## config.mk

```make
export PLATFORM = sky130hd
export DESIGN_NAME = cisc_ctrl
export DESIGN_NICKNAME = d
export VERILOG_FILES = /design/src/design/cisc_pkg.sv /design/src/design/cisc_edge_if.sv /design/src/design/cisc_ctrl.sv /design/src/design/cisc_edge_det.sv
export SDC_FILE = /design/constraint.sdc
export NUM_CORES = 1
export LEC_CHECK = 0
export BUFFER_PORTS_ARGS = -buffer_cell sky130_fd_sc_hd__buf_2
export CELL_PAD_IN_SITES_DETAIL_PLACEMENT = 0
export CELL_PAD_IN_SITES_GLOBAL_PLACEMENT = 1
export CORE_ASPECT_RATIO = 0.7
export CORE_MARGIN = 8
export CORE_UTILIZATION = 25
export DETAILED_ROUTE_END_ITERATION = 6
export GPL_ROUTABILITY_DRIVEN = 1
export MAX_ROUTING_LAYER = met4
export PLACE_DENSITY = 0.72
export SLEW_MARGIN = 20
export SYNTH_ARGS = -nofsm -noshare
export SYNTH_HDL_FRONTEND = slang
export SYNTH_HIERARCHICAL = 1
export SYNTH_SLANG_ARGS = --single-unit
```

## constraint.sdc

```tcl
create_clock -name clk -period 2.1 [get_ports clk]
set_input_delay 0.525 -clock clk [delete_from_list [all_inputs] [get_ports clk]]
set_output_delay 0.525 -clock clk [all_outputs]
set_load 0.005 [all_outputs]
```

## src/design/cisc_pkg.sv

```systemverilog
// Constants for the comparator input select and control block.
// Assumes a 32-bit APB register bus and one system clock.
package cisc_pkg;
	localparam logic [11:0] CISC_ADDR_ADCB    = 12'h000;
	localparam logic [11:0] CISC_ADDR_CMPCS   = 12'h004;
	localparam logic [11:0] CISC_ADDR_IRQSTAT = 12'h008;
	localparam logic [11:0] CISC_ADDR_IRQMASK = 12'h00C;
	localparam int ADCB_MUXEN_BIT = 6;
	localparam int CMP_OFF_BIT    = 7;
	localparam int CMP_BG_BIT     = 6;
	localparam int CMP_OUT_BIT    = 5;
	localparam int CMP_FLAG_BIT   = 4;
	localparam int CMP_IE_BIT     = 3;
	localparam int CMP_CAP_BIT    = 2;
	localparam logic [7:0] ADCB_RESET  = 8'h00;
	localparam logic [7:0] CMPCS_RESET = 8'h00;
	localparam logic [1:0] STAT_RESET  = 2'h0;
	localparam logic [1:0] MASK_RESET  = 2'h0;
	// Interrupt mode encodings
	localparam logic [1:0] MODE_TOGGLE = 2'h0;
	localparam logic [1:0] MODE_FALL   = 2'h2;
	localparam logic [1:0] MODE_RISE   = 2'h3;
endpackage : cisc_pkg

```

## src/design/cisc_edge_if.sv

```systemverilog
// Carries the comparator output edge events between the two modules.
// Assumes one system clock.
`timescale 1ns/1ns
`default_nettype none
interface cisc_edge_if;
	logic cmpOut;
	logic rise;
	logic fall;
	modport det (input cmpOut, output rise, output fall);
	modport ctl (output cmpOut, input rise, input fall);
endinterface : cisc_edge_if
`default_nettype wire

```

## src/design/cisc_ctrl.sv

```systemverilog
// Comparator input select and control registers with APB slave.
// Assumes comparator output and capture pin synchronous to clk.
//
// Function
// - Mux enable set and converter off: converter mux drives negative input.
// - Mux enable clear: negative comparator pin drives negative input.
// - Writing power-off one switches comparator off; settable any time.
// - Bandgap select set: bandgap on positive input, else positive pin.
// - Second converter register: mux enable bit 6, trigger field 2:0.
// - Comparator register fields; output read-only, rest reset to zero.
// - Capture select routes comparator output to timer capture trigger.
`timescale 1ns/1ns
`default_nettype none
module cisc_ctrl (
	input  wire logic        clk,
	input  wire logic        reset_n,
	input  wire logic        psel,
	input  wire logic        penable,
	input  wire logic        pwrite,
	input  wire logic [11:0] paddr,
	input  wire logic [31:0] pwdata,
	output logic             pready,
	output logic      [31:0] prdata,
	output logic             pslverr,
	input  wire logic        converterEnable,
	input  wire logic        cmpRawOut,
	input  wire logic        capturePin,
	output logic             negSelMux,
	output logic             posSelBandgap,
	output logic             cmpPowerOff,
	output logic             captureTrigger,
	output logic             cmpIrq,
	output logic             irq
);
	import cisc_pkg::*;

	////////////////////////////////////////////////////////////////////////
	logic [7:0] adcbQ;
	logic [7:0] cmpcsQ;
	logic [1:0] statQ;
	logic [1:0] maskQ;
	logic       wrEn;
	logic       rdEn;
	logic       cmpEvent;
	logic       outQ;
	cisc_edge_if edgeBus ();

	function automatic logic hit(input logic [11:0] a, input logic [11:0] r);
		hit = (a == r);
	endfunction : hit

	assign wrEn    = psel & penable & pwrite;
	assign rdEn    = psel & penable & ~pwrite;
	assign pready  = 1'b1;
	assign pslverr = 1'b0;

	////////////////////////////////////////////////////////////////////////
	// Comparator output is gated low while powered off
	always_ff @(posedge clk) begin
		if (!reset_n) begin
			outQ <= 1'b0;
		end else begin
			outQ <= cmpRawOut & ~cmpcsQ[CMP_OFF_BIT];
		end
	end
	assign edgeBus.cmpOut = outQ;

	cisc_edge_det u_edge (
		.clk     (clk),
		.reset_n (reset_n),
		.edge_io (edgeBus)
	);

	always_comb begin
		unique case (cmpcsQ[1:0])
			MODE_TOGGLE: cmpEvent = edgeBus.rise | edgeBus.fall;
			MODE_FALL:   cmpEvent = edgeBus.fall;
			MODE_RISE:   cmpEvent = edgeBus.rise;
			default:     cmpEvent = 1'b0;
		endcase
	end

	////////////////////////////////////////////////////////////////////////
	always_ff @(posedge clk) begin
		if (!reset_n) begin
			adcbQ <= ADCB_RESET;
		end else if (wrEn && hit(paddr, CISC_ADDR_ADCB)) begin
			adcbQ <= {1'b0, pwdata[ADCB_MUXEN_BIT], 3'h0, pwdata[2:0]};
		end
	end

	// Flag: set wins over a write-one clear
	always_ff @(posedge clk) begin
		if (!reset_n) begin
			cmpcsQ <= CMPCS_RESET;
		end else begin
			if (wrEn && hit(paddr, CISC_ADDR_CMPCS)) begin
				cmpcsQ[7:6] <= pwdata[7:6];
				cmpcsQ[3:0] <= pwdata[3:0];
				if (pwdata[CMP_FLAG_BIT]) begin
					cmpcsQ[CMP_FLAG_BIT] <= 1'b0;
				end
			end
			if (cmpEvent) begin
				cmpcsQ[CMP_FLAG_BIT] <= 1'b1;
			end
			cmpcsQ[CMP_OUT_BIT] <= 1'b0;
		end
	end

	always_ff @(posedge clk) begin
		if (!reset_n) begin
			maskQ <= MASK_RESET;
		end else if (wrEn && hit(paddr, CISC_ADDR_IRQMASK)) begin
			maskQ <= pwdata[1:0];
		end
	end

	// Bit 0 comparator event, bit 1 capture source change; read clears
	always_ff @(posedge clk) begin
		if (!reset_n) begin
			statQ <= STAT_RESET;
		end else begin
			if (rdEn && hit(paddr, CISC_ADDR_IRQSTAT)) begin
				statQ <= 2'h0;
			end
			if (cmpEvent) begin
				statQ[0] <= 1'b1;
			end
			if (wrEn && hit(paddr, CISC_ADDR_CMPCS)
			    && (pwdata[CMP_CAP_BIT] != cmpcsQ[CMP_CAP_BIT])) begin
				statQ[1] <= 1'b1;
			end
		end
	end

	////////////////////////////////////////////////////////////////////////
	always_ff @(posedge clk) begin
		if (!reset_n) begin
			prdata <= 32'h0000_0000;
		end else if (psel && !penable && !pwrite) begin
			unique case (paddr)
				CISC_ADDR_ADCB:    prdata <= {24'h0, adcbQ};
				CISC_ADDR_CMPCS:   prdata <= {24'h0, cmpcsQ[7:6], outQ,
				                              cmpcsQ[4:0]};
				CISC_ADDR_IRQSTAT: prdata <= {30'h0, statQ};
				CISC_ADDR_IRQMASK: prdata <= {30'h0, maskQ};
				default:           prdata <= 32'h0000_0000;
			endcase
		end
	end

	////////////////////////////////////////////////////////////////////////
	// Converter enable overrides the mux; power-off order is software's job
	assign negSelMux      = adcbQ[ADCB_MUXEN_BIT] & ~converterEnable;
	assign posSelBandgap  = cmpcsQ[CMP_BG_BIT];
	assign cmpPowerOff    = cmpcsQ[CMP_OFF_BIT];
	assign captureTrigger = cmpcsQ[CMP_CAP_BIT] ? outQ : capturePin;
	assign cmpIrq = cmpcsQ[CMP_FLAG_BIT] & cmpcsQ[CMP_IE_BIT];
	assign irq    = |(statQ & maskQ);
endmodule : cisc_ctrl
`default_nettype wire

```

## src/design/cisc_edge_det.sv

```systemverilog
// Edge detector for the comparator output.
// Assumes cmpOut is already synchronous to clk.
`timescale 1ns/1ns
`default_nettype none
module cisc_edge_det (
	input  wire logic clk,
	input  wire logic reset_n,
	cisc_edge_if.det  edge_io
);
	logic prevQ;
	always_ff @(posedge clk) begin
		if (!reset_n) begin
			prevQ <= 1'b0;
		end else begin
			prevQ <= edge_io.cmpOut;
		end
	end
	assign edge_io.rise = edge_io.cmpOut & ~prevQ;
	assign edge_io.fall = ~edge_io.cmpOut & prevQ;
endmodule : cisc_edge_det
`default_nettype wire

```

; ---- Yosys cells after proc, flatten, opt, wreduce, memory -nomap -nowiden
; Index checks and enable logic that the tools add are counted.
[word_totals]
inputBits = 52
regBits = 49
wordCells = 56
[op_classes]
reduce_logical = 17
bitwise = 15
n_mux = 9
n_eq_ne = 6
[ops]
columns = operator, count
row1 = $pmux W8 S4, 1
row2 = $eq A12 B4 Y1 const B, 2
row3 = $eq A12 B3 Y1 const B, 1
row4 = $logic_not A12 Y1, 1
row5 = $and A1 B1 Y1, 8
row6 = $reduce_bool A2 Y1, 4
row7 = $logic_and A1 B1 Y1, 7
row8 = $mux W1, 5
row9 = $mux W5, 1
row10 = $not A1 Y1, 5
row11 = $eq A2 B2 Y1 const B, 2
row12 = $pmux W1 S3, 1
row13 = $and A2 B2 Y2, 1
row14 = $logic_not A1 Y1, 2
row15 = $logic_not A2 Y1, 1
row16 = $mux W2, 1
row17 = $reduce_and A2 Y1, 1
row18 = $reduce_or A2 Y1, 1
row19 = $ne A1 B1 Y1, 1
row20 = $or A1 B1 Y1, 1

; ---- Logic depth before layout (Yosys ltp)
; Gate-level depths: netlist (run 1).
[depth]
depth_word = 6
mapped_depth = 5

; ---- Cells and area by module
; The synthesis (run 1) kept the hierarchy.
[modules_own_cells]
columns = mod, cells_each, seq_area_each_um2, area_each_um2, instances
row1 = cisc_ctrl, 135, 480.5, 1281.2, 1
row2 = cisc_edge_det, 4, 20.0, 38.8, 1

; ---- Worst setup path before layout (run 1)
; No wires, ideal clock.
[synth_timing]
path_kind = in2reg
from = input paddr[5]
to = register adcbQ[1]
setup_ps = 119
stages = 5
t_arrival_ps = 2136
setup_slack_ps = -155
t_required_ps = 1981
path_buffers = 1
cell_sequence = or4_4 or4_4 or3_1 buf_6 mux2i_1
[synth_between]
elab_chain_cells = 2
[synth_lines]
columns = element, line
row1 = from (decl), cisc_ctrl.sv:20  ; input wire logic [11:0] paddr,
row2 = $logic_not A12 Y1, cisc_ctrl.sv:49  ; hit = (a == r);
row3 = $logic_and A1 B1 Y1, cisc_ctrl.sv:87  ; end else if (wrEn && hit(paddr, CISC_ADDR_ADCB)) begin
row4 = to (signal assigned), cisc_ctrl.sv:88  ; adcbQ <= {1'b0, pwdata[ADCB_MUXEN_BIT], 3'h0, pwdata[2:0]};
row5 = to (decl), cisc_ctrl.sv:38  ; logic [7:0] adcbQ;
; No other way between the ends.
; A chain may end at the register's enable or synchronous reset.

; ---- Final worst setup path (run 1)
[layout_timing]
from = input paddr[10]
to = register cmpcsQ[6]
[layout_between]
elab_chain_cells = 2
[layout_lines]
columns = element, line
row1 = $eq A12 B3 Y1, cisc_ctrl.sv:49
row2 = $logic_and A1 B1 Y1, cisc_ctrl.sv:97  ; if (wrEn && hit(paddr, CISC_ADDR_CMPCS)) begin
row3 = to (signal assigned), cisc_ctrl.sv:98  ; cmpcsQ[7:6] <= pwdata[7:6];
row4 = to (decl), cisc_ctrl.sv:39  ; logic [7:0] cmpcsQ;
; No other way between the ends.

==> results.ini, run 1 <==
[worst_setup_path]
slowest_stage=or4_4
crit_fanout=8
cp.arrival_ns=2.25
critPathKind=input pin to flip-flop
critical_path.cell_chain=buf_6 > or4_4 > or4_4 > nor3b_2 > buf_6 > mux2i_1
worst-r2r-cell-count=5
max_stage_delay_ns=0.55
critPathLaunchType=input pin
r2r-start=edgeBus.cmpOut$_SDFF_PN0_
crit_path_end_kind=flip-flop
timing.rr.end=cmpcsQ[4]$_SDFFE_PN0P_
ff2ff_setup_slack_ns=0.83
crit_required_ns=2.30

[placed_design]
dp_hpwl_um=2546
gp_congestion=0.7999
portBuffers=40

[clocking]
cts-root-buf=clkbuf_8
cts.path.max_buffers=2
clk_pin_slew_ns=0.09
post-cts-setup-buffers=0
cts_tree=built
worstSkewPairLatency_ns=0.27
cts_buffers=3
clock-sinks=25
htreeDepth=1

[yosys]
synth_area_leader_cell=dfxtp_1
synth_edf_count=0
synth_top_family_by_area=simple AND/OR/NAND/NOR gates
syn_area_um2=1320
synthXorXnorAreaFrac_pct=0.6635
synth_top_area_share_pct=37.91
synth_warnings=6
netlist_instances=139
yosys-top-cells-area=dfxtp_1, buf_4, mux2i_1
synth_seq_area_share_pct=37.91
synth_cell_type_count=34
async_flop_share_pct=0
muxShareOfSynthArea_pct=15.07
synth_commonest_cells=buf_4, dfxtp_1, nand2_1, mux2i_1
synth.most_common_cell=buf_4
synth_adder_area_share_pct=0
ys.flop_type=dfxtp_1
syn_avg_cell_area_um2=9.497
synth_seq_cells=25
synth_compound_area_share_pct=10.14
yosys.area_share.simple_pct=18.20

[grt]
grt_use_total_pct=8.272
grt-ovfl-total=0
grt_first_pass_wirelength_um=5043
first_global_vias=1030
grt_max_degree=25
met1_usage_pct=9.743
grtUsageMet3_pct=2.254
antenna_found_initial=0
grt_util_met2_pct=13.52
grt-busiest-layer=met2

[route]
dr.first_iter.drc_count=62
drc=0
wirelength_um=3235
avgRoutedWirePerCell_um=12.74
vias_per_cell=4.004
firstDrtPassIters=4
vias=1017
drtAntennaViolNets=0

[timing]
period_share_pct=97.61
rsz0062_at_grt=true
slew_viol_final=0
hold_viol=0
max_freq_mhz=487.9
setup_viol=0
finalCriticalPeriod_ns=2.050
whs_ns=0.4612
clock_skew_ns=0.002193

[die]
rows=22
core-area_um2=5175
floorplan.initialDensity_pct=25.51
die-area_um2=7898
boundaryPins=92
die_width_um=102.9
dieHeight_um=76.80

[finish]
diodes=0
syn2layout_area_growth_pct=21.23
drive_above_1_share_pct=35.71
nets=235
final_core_util_pct=30.92

[flow_run]
drv_cap=0

[hold_path]
hold_start=cmpRawOut
whs_endpoint=edgeBus.cmpOut$_SDFF_PN0_
hold_depth=3
hold_class=input pin to flip-flop

[power]
ir_drop_v=0.0001969
cellPowerDensity_nw_per_um2=539.3
p_leak_nw=0.7293

[run_status]
status=finished clean

## state kept, by name, summed over array words and instances (netlist names)
signal	flops
prdata	8
cmpcsQ	7
adcbQ	4
maskQ	2
statQ	2
edgeBus.cmpOut	1
u_edge/prevQ	1
## stage by stage
step / area (µm²) / worst slack [ns] / TNS, ns / std cells / power (mW)
5_1_grt: 1600 / -0.01331 / -0.01331 / 254 / 0.9071
3_5_place_dp: 1531 / -0.3436 / -4.745 / 250 / 0.5823
2_1_floorplan: 1418 / -0.1553 / -1.279 / 163 / 0.5749
4_1_cts: 1594 / 0.003380 / 0 / 254 / 0.8679
3_3_place_gp: 1531 / -0.3378 / -4.510 / 250 / 0.5806
6_report: 1600 / 0.05025 / 0 / 254 / 0.8631
## critical path, delay by kind of cell
kind | cells | cell delay [ns]
buf+inv | 2 | 0.27
simple gates | 3 | 1.26
mux | 1 | 0.19
## kinds of logic after synthesis
group                  count (synthesis)
other                                  2
AND/OR/NAND/NOR                       45
flip-flops                            25
buffers and inverters                 33
XOR/XNOR                               1
multiplexers                          17
AO/OA/AOI/OAI                         16
## report_power, final
group          internal, mW  switching [mW]  total, mW
Combinational        0.0393          0.0513     0.0906
Clock                 0.134           0.154      0.289
Sequential            0.479         0.00480      0.484
Total                 0.653           0.210      0.863
## how the worst max path moves through the flow
stage / endpoint / slack [ns] / cells past startpoint / start
final: cmpcsQ[6]$_SDFFE_PN0P_ / 0.05 / 6 / paddr[10]
after global routing: cmpcsQ[6]$_SDFFE_PN0P_ / -0.01 / 6 / paddr[10]
after CTS: cmpcsQ[6]$_SDFFE_PN0P_ / 0.003 / 6 / paddr[5]
after detailed placement: adcbQ[2]$_SDFFE_PN0P_ / -0.34 / 5 / paddr[5]
after global placement: adcbQ[2]$_SDFFE_PN0P_ / -0.34 / 5 / paddr[5]
after floorplan: adcbQ[1]$_SDFFE_PN0P_ / -0.16 / 5 / paddr[5]
## layout by cell type, fill, tap and decap left out, types with 3 or more instances in the layout
cell type	count
buf_2	39
mux2i_1	12
a32o_1	4
buf_4	6
clkbuf_8	3
a22o_1	5
or4_4	3
conb_1	26
dfxtp_1	25
nor2_1	5
nand2_1	20
nor2b_1	5
mux2_2	3
## per-layer routing
metal / vias to the layer above / part of all wire (%)
met1: 464 / 45
met5: - / 0
li1: 513 / -
met4: 0 / 0.87
met3: 2 / 7.0
met2: 38 / 47
## timing repair
action                                  CTS  global route
cloned                                    0             0
endpoints found under the setup margin   10             6
resized for setup                         3             1
pin swaps                                 0             3
hold buffers                              0             0
hold endpoints to repair                  0             0
## final cells by class
class,count,area (µm²)
tap,72,90.09
sequential,25,500.5
clock buffer,3,41.29
multi-input combinational,105,694.4
timing repair buffer,47,262.8
inverter,1,3.754
fill,584,3575
clock inverter,1,7.507
(Power assumes the default switching activity.)
==> run 2, diff against run 1 <==
--- a/config.mk
+++ b/config.mk
@@ -8,13 +8,13 @@
 export BUFFER_PORTS_ARGS = -buffer_cell sky130_fd_sc_hd__buf_2
 export CELL_PAD_IN_SITES_DETAIL_PLACEMENT = 0
 export CELL_PAD_IN_SITES_GLOBAL_PLACEMENT = 1
-export CORE_ASPECT_RATIO = 0.7
+export CORE_ASPECT_RATIO = 0.75
 export CORE_MARGIN = 8
 export CORE_UTILIZATION = 25
 export DETAILED_ROUTE_END_ITERATION = 6
 export GPL_ROUTABILITY_DRIVEN = 1
 export MAX_ROUTING_LAYER = met4
-export PLACE_DENSITY = 0.72
+export PLACE_DENSITY_LB_ADDON = 0.08
 export SLEW_MARGIN = 20
 export SYNTH_ARGS = -nofsm -noshare
 export SYNTH_HDL_FRONTEND = slang
==> results.ini, run 2 (synthesis results as in run 1) <==
[worst_setup_path]
cp.arrival_ns=2.21
crit_path_end_kind=flip-flop
cpMostUsedCell=or4_4
worst-r2r-cell-count=5
r2r-start=edgeBus.cmpOut$_SDFF_PN0_
critPathKind=input pin to flip-flop
crit_family=simple AND/OR/NAND/NOR gates
crit_buf_inv=1
max_stage_delay_ns=0.55
critical_path.cell_chain=buf_6 > or4_4 > or4_4 > or3_4 > mux2i_1
timing.rr.end=cmpcsQ[4]$_SDFFE_PN0P_
ff2ff_setup_slack_ns=0.87
crit_required_ns=2.27
crit_cells=5
critPathLaunchType=input pin
crit_fanout=4
slowest_stage=or4_4

[timing]
rsz0062_at_grt=true
finalCriticalPeriod_ns=2.045
clock_skew_ns=0.005254
hold_viol=0
slew_viol_final=0
setup_tns_ns=0
max_freq_mhz=489.0
period_share_pct=97.37
setup_viol=0

[die]
boundaryPins=92
rows=23
core-area_um2=5209
die-area_um2=7886
floorplan.initialDensity_pct=25.34
dieHeight_um=78.93
die_width_um=99.91

[hold_path]
hold_class=input pin to flip-flop
hold_start=cmpRawOut
whs_endpoint=edgeBus.cmpOut$_SDFF_PN0_
hold_depth=3

[grt]
grt-ovfl-total=0
grt_use_total_pct=8.799
first_global_vias=1065
grt_first_pass_wirelength_um=5319
antenna_found_initial=0
grt_max_degree=23

[finish]
fillers=553
mostFrequentLayoutCell=buf_2
largest_reg_flops=8
seq_area_um2=500.5
multi_input_area_um2=694.4
drive_above_1_share_pct=36.07
final_cell_mix=buf_2, conb_1, dfxtp_1
diodes=0
nets=236
syn2layout_area_growth_pct=22.18
regMostFlops=prdata
design_area_um2=1613
reg_top3=prdata: 8 flops, cmpcsQ: 7 flops, adcbQ: 4 flops

[power]
total_power_mw=0.8794
p_leak_nw=0.7385
ir_drop_v=0.0002597
cellPowerDensity_nw_per_um2=545.3

[clocking]
worstSkewPairLatency_ns=0.27
cts-root-buf=clkbuf_8
clk_pin_slew_ns=0.10
clock-sinks=25
cts_tree=built
htreeDepth=1
postCtsHoldBufs=0
cts_buffers=3
cts.path.max_buffers=2

[route]
wirelength_um=3378
dr.first_iter.drc_count=21
vias_per_cell=3.903
firstDrtPassIters=4
vias=1007
drtAntennaViolNets=0
avgRoutedWirePerCell_um=13.09
drc=0

[run_status]
status=finished clean

[placed_design]
portBuffers=40
gp_congestion=0.7108
dpl-instance-area_um2=1543
dp_hpwl_um=2764

[flow_run]
drv_cap=0

## run 2: changes by cell type in the layout (fill, tap and decap cells not counted)
cell / delta
buf_4: +1
clkinvlp_4: -1
inv_6: +1
## run 2: cell type report
| cell class | count | share of cell area [%] |
|---|---|---|
| Timing Repair Buffer | 48 | 16.76 |
| Multi-Input combinational cell | 105 | 43.06 |
| Clock inverter | 1 | 0.5431 |
| Clock buffer | 3 | 2.560 |
| Sequential cell | 25 | 31.03 |
| Tap cell | 75 | 5.818 |
| Inverter | 1 | 0.2327 |
## run 2: per-layer routing
layer | routed length, µm | GRT usage (%) | up-vias
met1 | 1605 | 10.37 | 460
met5 | 0 | - | -
met3 | 151 | 2.707 | 2
met2 | 1604 | 14.49 | 27
li1 | - | - | 518
met4 | 17 | 1.807 | 0
## run 2: power by group
group	total [mW]	switching, mW	internal [mW]
Sequential	0.484	0.00440	0.479
Combinational	0.0914	0.0508	0.0406
Clock	0.304	0.165	0.139
## run 2: worst max-delay path by stage
stage                   start                     end  slack (ns)
floorplan            paddr[5]   adcbQ[1]$_SDFFE_PN0P_       -0.16
CTS                  paddr[5]  cmpcsQ[6]$_SDFFE_PN0P_     0.00001
global route        paddr[10]  cmpcsQ[0]$_SDFFE_PN0P_      -0.009
detailed placement   paddr[5]   adcbQ[0]$_SDFFE_PN0P_       -0.34
global placement     paddr[5]   adcbQ[6]$_SDFFE_PN0P_       -0.35
finish              paddr[10]   adcbQ[6]$_SDFFE_PN0P_        0.06
## run 2: timing repair
| item | in CTS | in global routing |
|---|---|---|
| pin swaps | 0 | 3 |
| gates resized for setup | 2 | 2 |
| setup endpoints to repair | 10 | 6 |
| hold endpoints to repair | 0 | 0 |
| buffers inserted | 0 | 0 |
## run 2: worst min-delay path, stage by stage
cell and delay [ns]:
buf_2 0.10, nand2_1 0.04, nor2_1 0.03
## run 2: metrics by stage
| step | setup WS, ns | instances | utilization, % | hold slack (ns) |
|---|---|---|---|---|
| global placement | -0.3451 | 254 | 29.62 | 0.4434 |
| detailed placement | -0.3390 | 254 | 29.62 | 0.4577 |
| CTS | 0.00001332 | 258 | 30.77 | 0.4413 |
| global route | -0.009011 | 258 | 30.96 | 0.4776 |
| finish | 0.05519 | 258 | 30.96 | 0.4546 |
| floorplan | -0.1553 | 163 | - | 0.4355 |
==> run 3, diff against run 2 <==
--- a/config.mk
+++ b/config.mk
@@ -6,11 +6,9 @@
 export NUM_CORES = 1
 export LEC_CHECK = 0
 export BUFFER_PORTS_ARGS = -buffer_cell sky130_fd_sc_hd__buf_2
-export CELL_PAD_IN_SITES_DETAIL_PLACEMENT = 0
-export CELL_PAD_IN_SITES_GLOBAL_PLACEMENT = 1
 export CORE_ASPECT_RATIO = 0.75
 export CORE_MARGIN = 8
-export CORE_UTILIZATION = 25
+export CORE_UTILIZATION = 37
 export DETAILED_ROUTE_END_ITERATION = 6
 export GPL_ROUTABILITY_DRIVEN = 1
 export MAX_ROUTING_LAYER = met4
==> results.ini, run 3 (synthesis results as in run 1) <==
[power]
ir_drop_v=0.0004506
cellPowerDensity_nw_per_um2=548.7
p_leak_nw=0.7260

[worst_setup_path]
crit_fanout=4
ff2ff_setup_slack_ns=0.86
r2r-start=edgeBus.cmpOut$_SDFF_PN0_
critPathKind=input pin to flip-flop
crit_required_ns=2.25
timing.rr.end=cmpcsQ[4]$_SDFFE_PN0P_
critPathLaunchType=input pin
worst-r2r-cell-count=5
endpoint=adcbQ[0]$_SDFFE_PN0P_
crit_path_end_kind=flip-flop
cp-startpoint=paddr[10]
cp.arrival_ns=2.22

[route]
firstDrtPassIters=4
vias=1041
avgRoutedWirePerCell_um=14.55
vias_per_cell=4.710
drtAntennaViolNets=0
wirelength_um=3215
drc=0
dr.first_iter.drc_count=46

[timing]
setup_tns_ns=0
setup_viol=0
clock_skew_ns=0.003102
max_freq_mhz=483.1
rsz0062_at_grt=true
slew_viol_final=0
period_share_pct=98.56
hold_viol=0
finalCriticalPeriod_ns=2.070

[hold_path]
hold_class=flip-flop to flip-flop
hold_depth=1

[placed_design]
dp_cells=217
portBuffers=40
gp_congestion=0.7476
dp_hpwl_um=2605

[finish]
reg_top3=prdata: 8 flops, cmpcsQ: 7 flops, adcbQ: 4 flops
nets=234
drive_above_1_share_pct=34.81
largest_reg_flops=8
final_cell_mix=buf_2, conb_1, dfxtp_1
diodes=0
fin_cells=221
mostFrequentLayoutCell=buf_2
regMostFlops=prdata
syn2layout_area_growth_pct=17.35

[flow_run]
drv_cap=0

[die]
die_width_um=84.97
rows=18
die-area_um2=5755
dieHeight_um=67.73
core-area_um2=3356
boundaryPins=92
floorplan.initialDensity_pct=39.34

[grt]
grt_max_degree=25
grt-ovfl-total=0
grt_use_total_pct=11.60
antenna_found_initial=0
first_global_vias=1109
grt_first_pass_wirelength_um=5216

[clocking]
cts.path.max_buffers=2
htreeDepth=1
clock-sinks=25
worstSkewPairLatency_ns=0.26
cts-root-buf=clkbuf_8
clk_pin_slew_ns=0.08
postCtsHoldBufs=0
cts_tree=built
post-cts-setup-buffers=0
cts_buffers=3

[run_status]
status=finished clean

## run 3: cell types whose count changed in the layout (fill, tap and decap cells not counted), sizes merged
cell / previous run / this run
clkbuf: 3 / 4
inv: 2 / 1
buf: 48 / 46
## run 3: how the worst min path moves through the flow
| stage | from | end |
|---|---|---|
| global placement | cmpcsQ[7]$_SDFFE_PN0P_ | edgeBus.cmpOut$_SDFF_PN0_ |
| global route | cmpRawOut | edgeBus.cmpOut$_SDFF_PN0_ |
| CTS | cmpRawOut | edgeBus.cmpOut$_SDFF_PN0_ |
| finish | cmpcsQ[7]$_SDFFE_PN0P_ | edgeBus.cmpOut$_SDFF_PN0_ |
| detailed placement | cmpcsQ[7]$_SDFFE_PN0P_ | edgeBus.cmpOut$_SDFF_PN0_ |
| floorplan | adcbQ[0]$_SDFFE_PN0P_ | adcbQ[0]$_SDFFE_PN0P_ |
## run 3: area by class of cell
type / count / area (µm²)
Clock buffer: 4 / 45.04
Multi-Input combinational cell: 105 / 694.4
Tap cell: 40 / 50.05
Timing Repair Buffer: 46 / 255.2
Fill cell: 342 / 1807
Sequential cell: 25 / 500.5
Inverter: 1 / 3.754
## run 3: where the power goes
group,internal (mW),total (mW),switching [mW]
Sequential,0.479,0.484,0.00481
Combinational,0.0385,0.0894,0.0509
Clock,0.135,0.277,0.141
Total,0.653,0.850,0.197
## run 3: routing by layer
layer	global-route usage [%]	wire (µm)	up-vias
li1	-	-	512
met1	13.69	1512	490
met2	19.51	1506	39
met3	3.758	196	0
met4	1.325	0	0
met5	-	0	-
## run 3: per-stage QoR
step	power, mW	area (µm²)	hold WS, ns	setup WS (ns)	utilization [%]
finish	0.8500	1549	0.4674	0.03021	46.16
global placement	0.5776	1484	0.4473	-0.3252	44.22
floorplan	0.5749	1418	0.4355	-0.1553	-
CTS	0.8546	1543	0.4665	0.004609	45.97
global route	0.8882	1549	0.4809	-0.01506	46.16
detailed placement	0.5805	1484	0.4520	-0.3380	44.22
## run 3: critical path, cell delays in order
cell and delay, ns:
buf_6 0.09, or4_4 0.53, or4_4 0.55, or3_4 0.40, mux2i_1 0.13
## run 3: repair_timing
action                                  4_1_cts  5_1_grt
pin swaps                                     0        3
gates resized for setup                       3        1
endpoints found under the setup margin       10        6
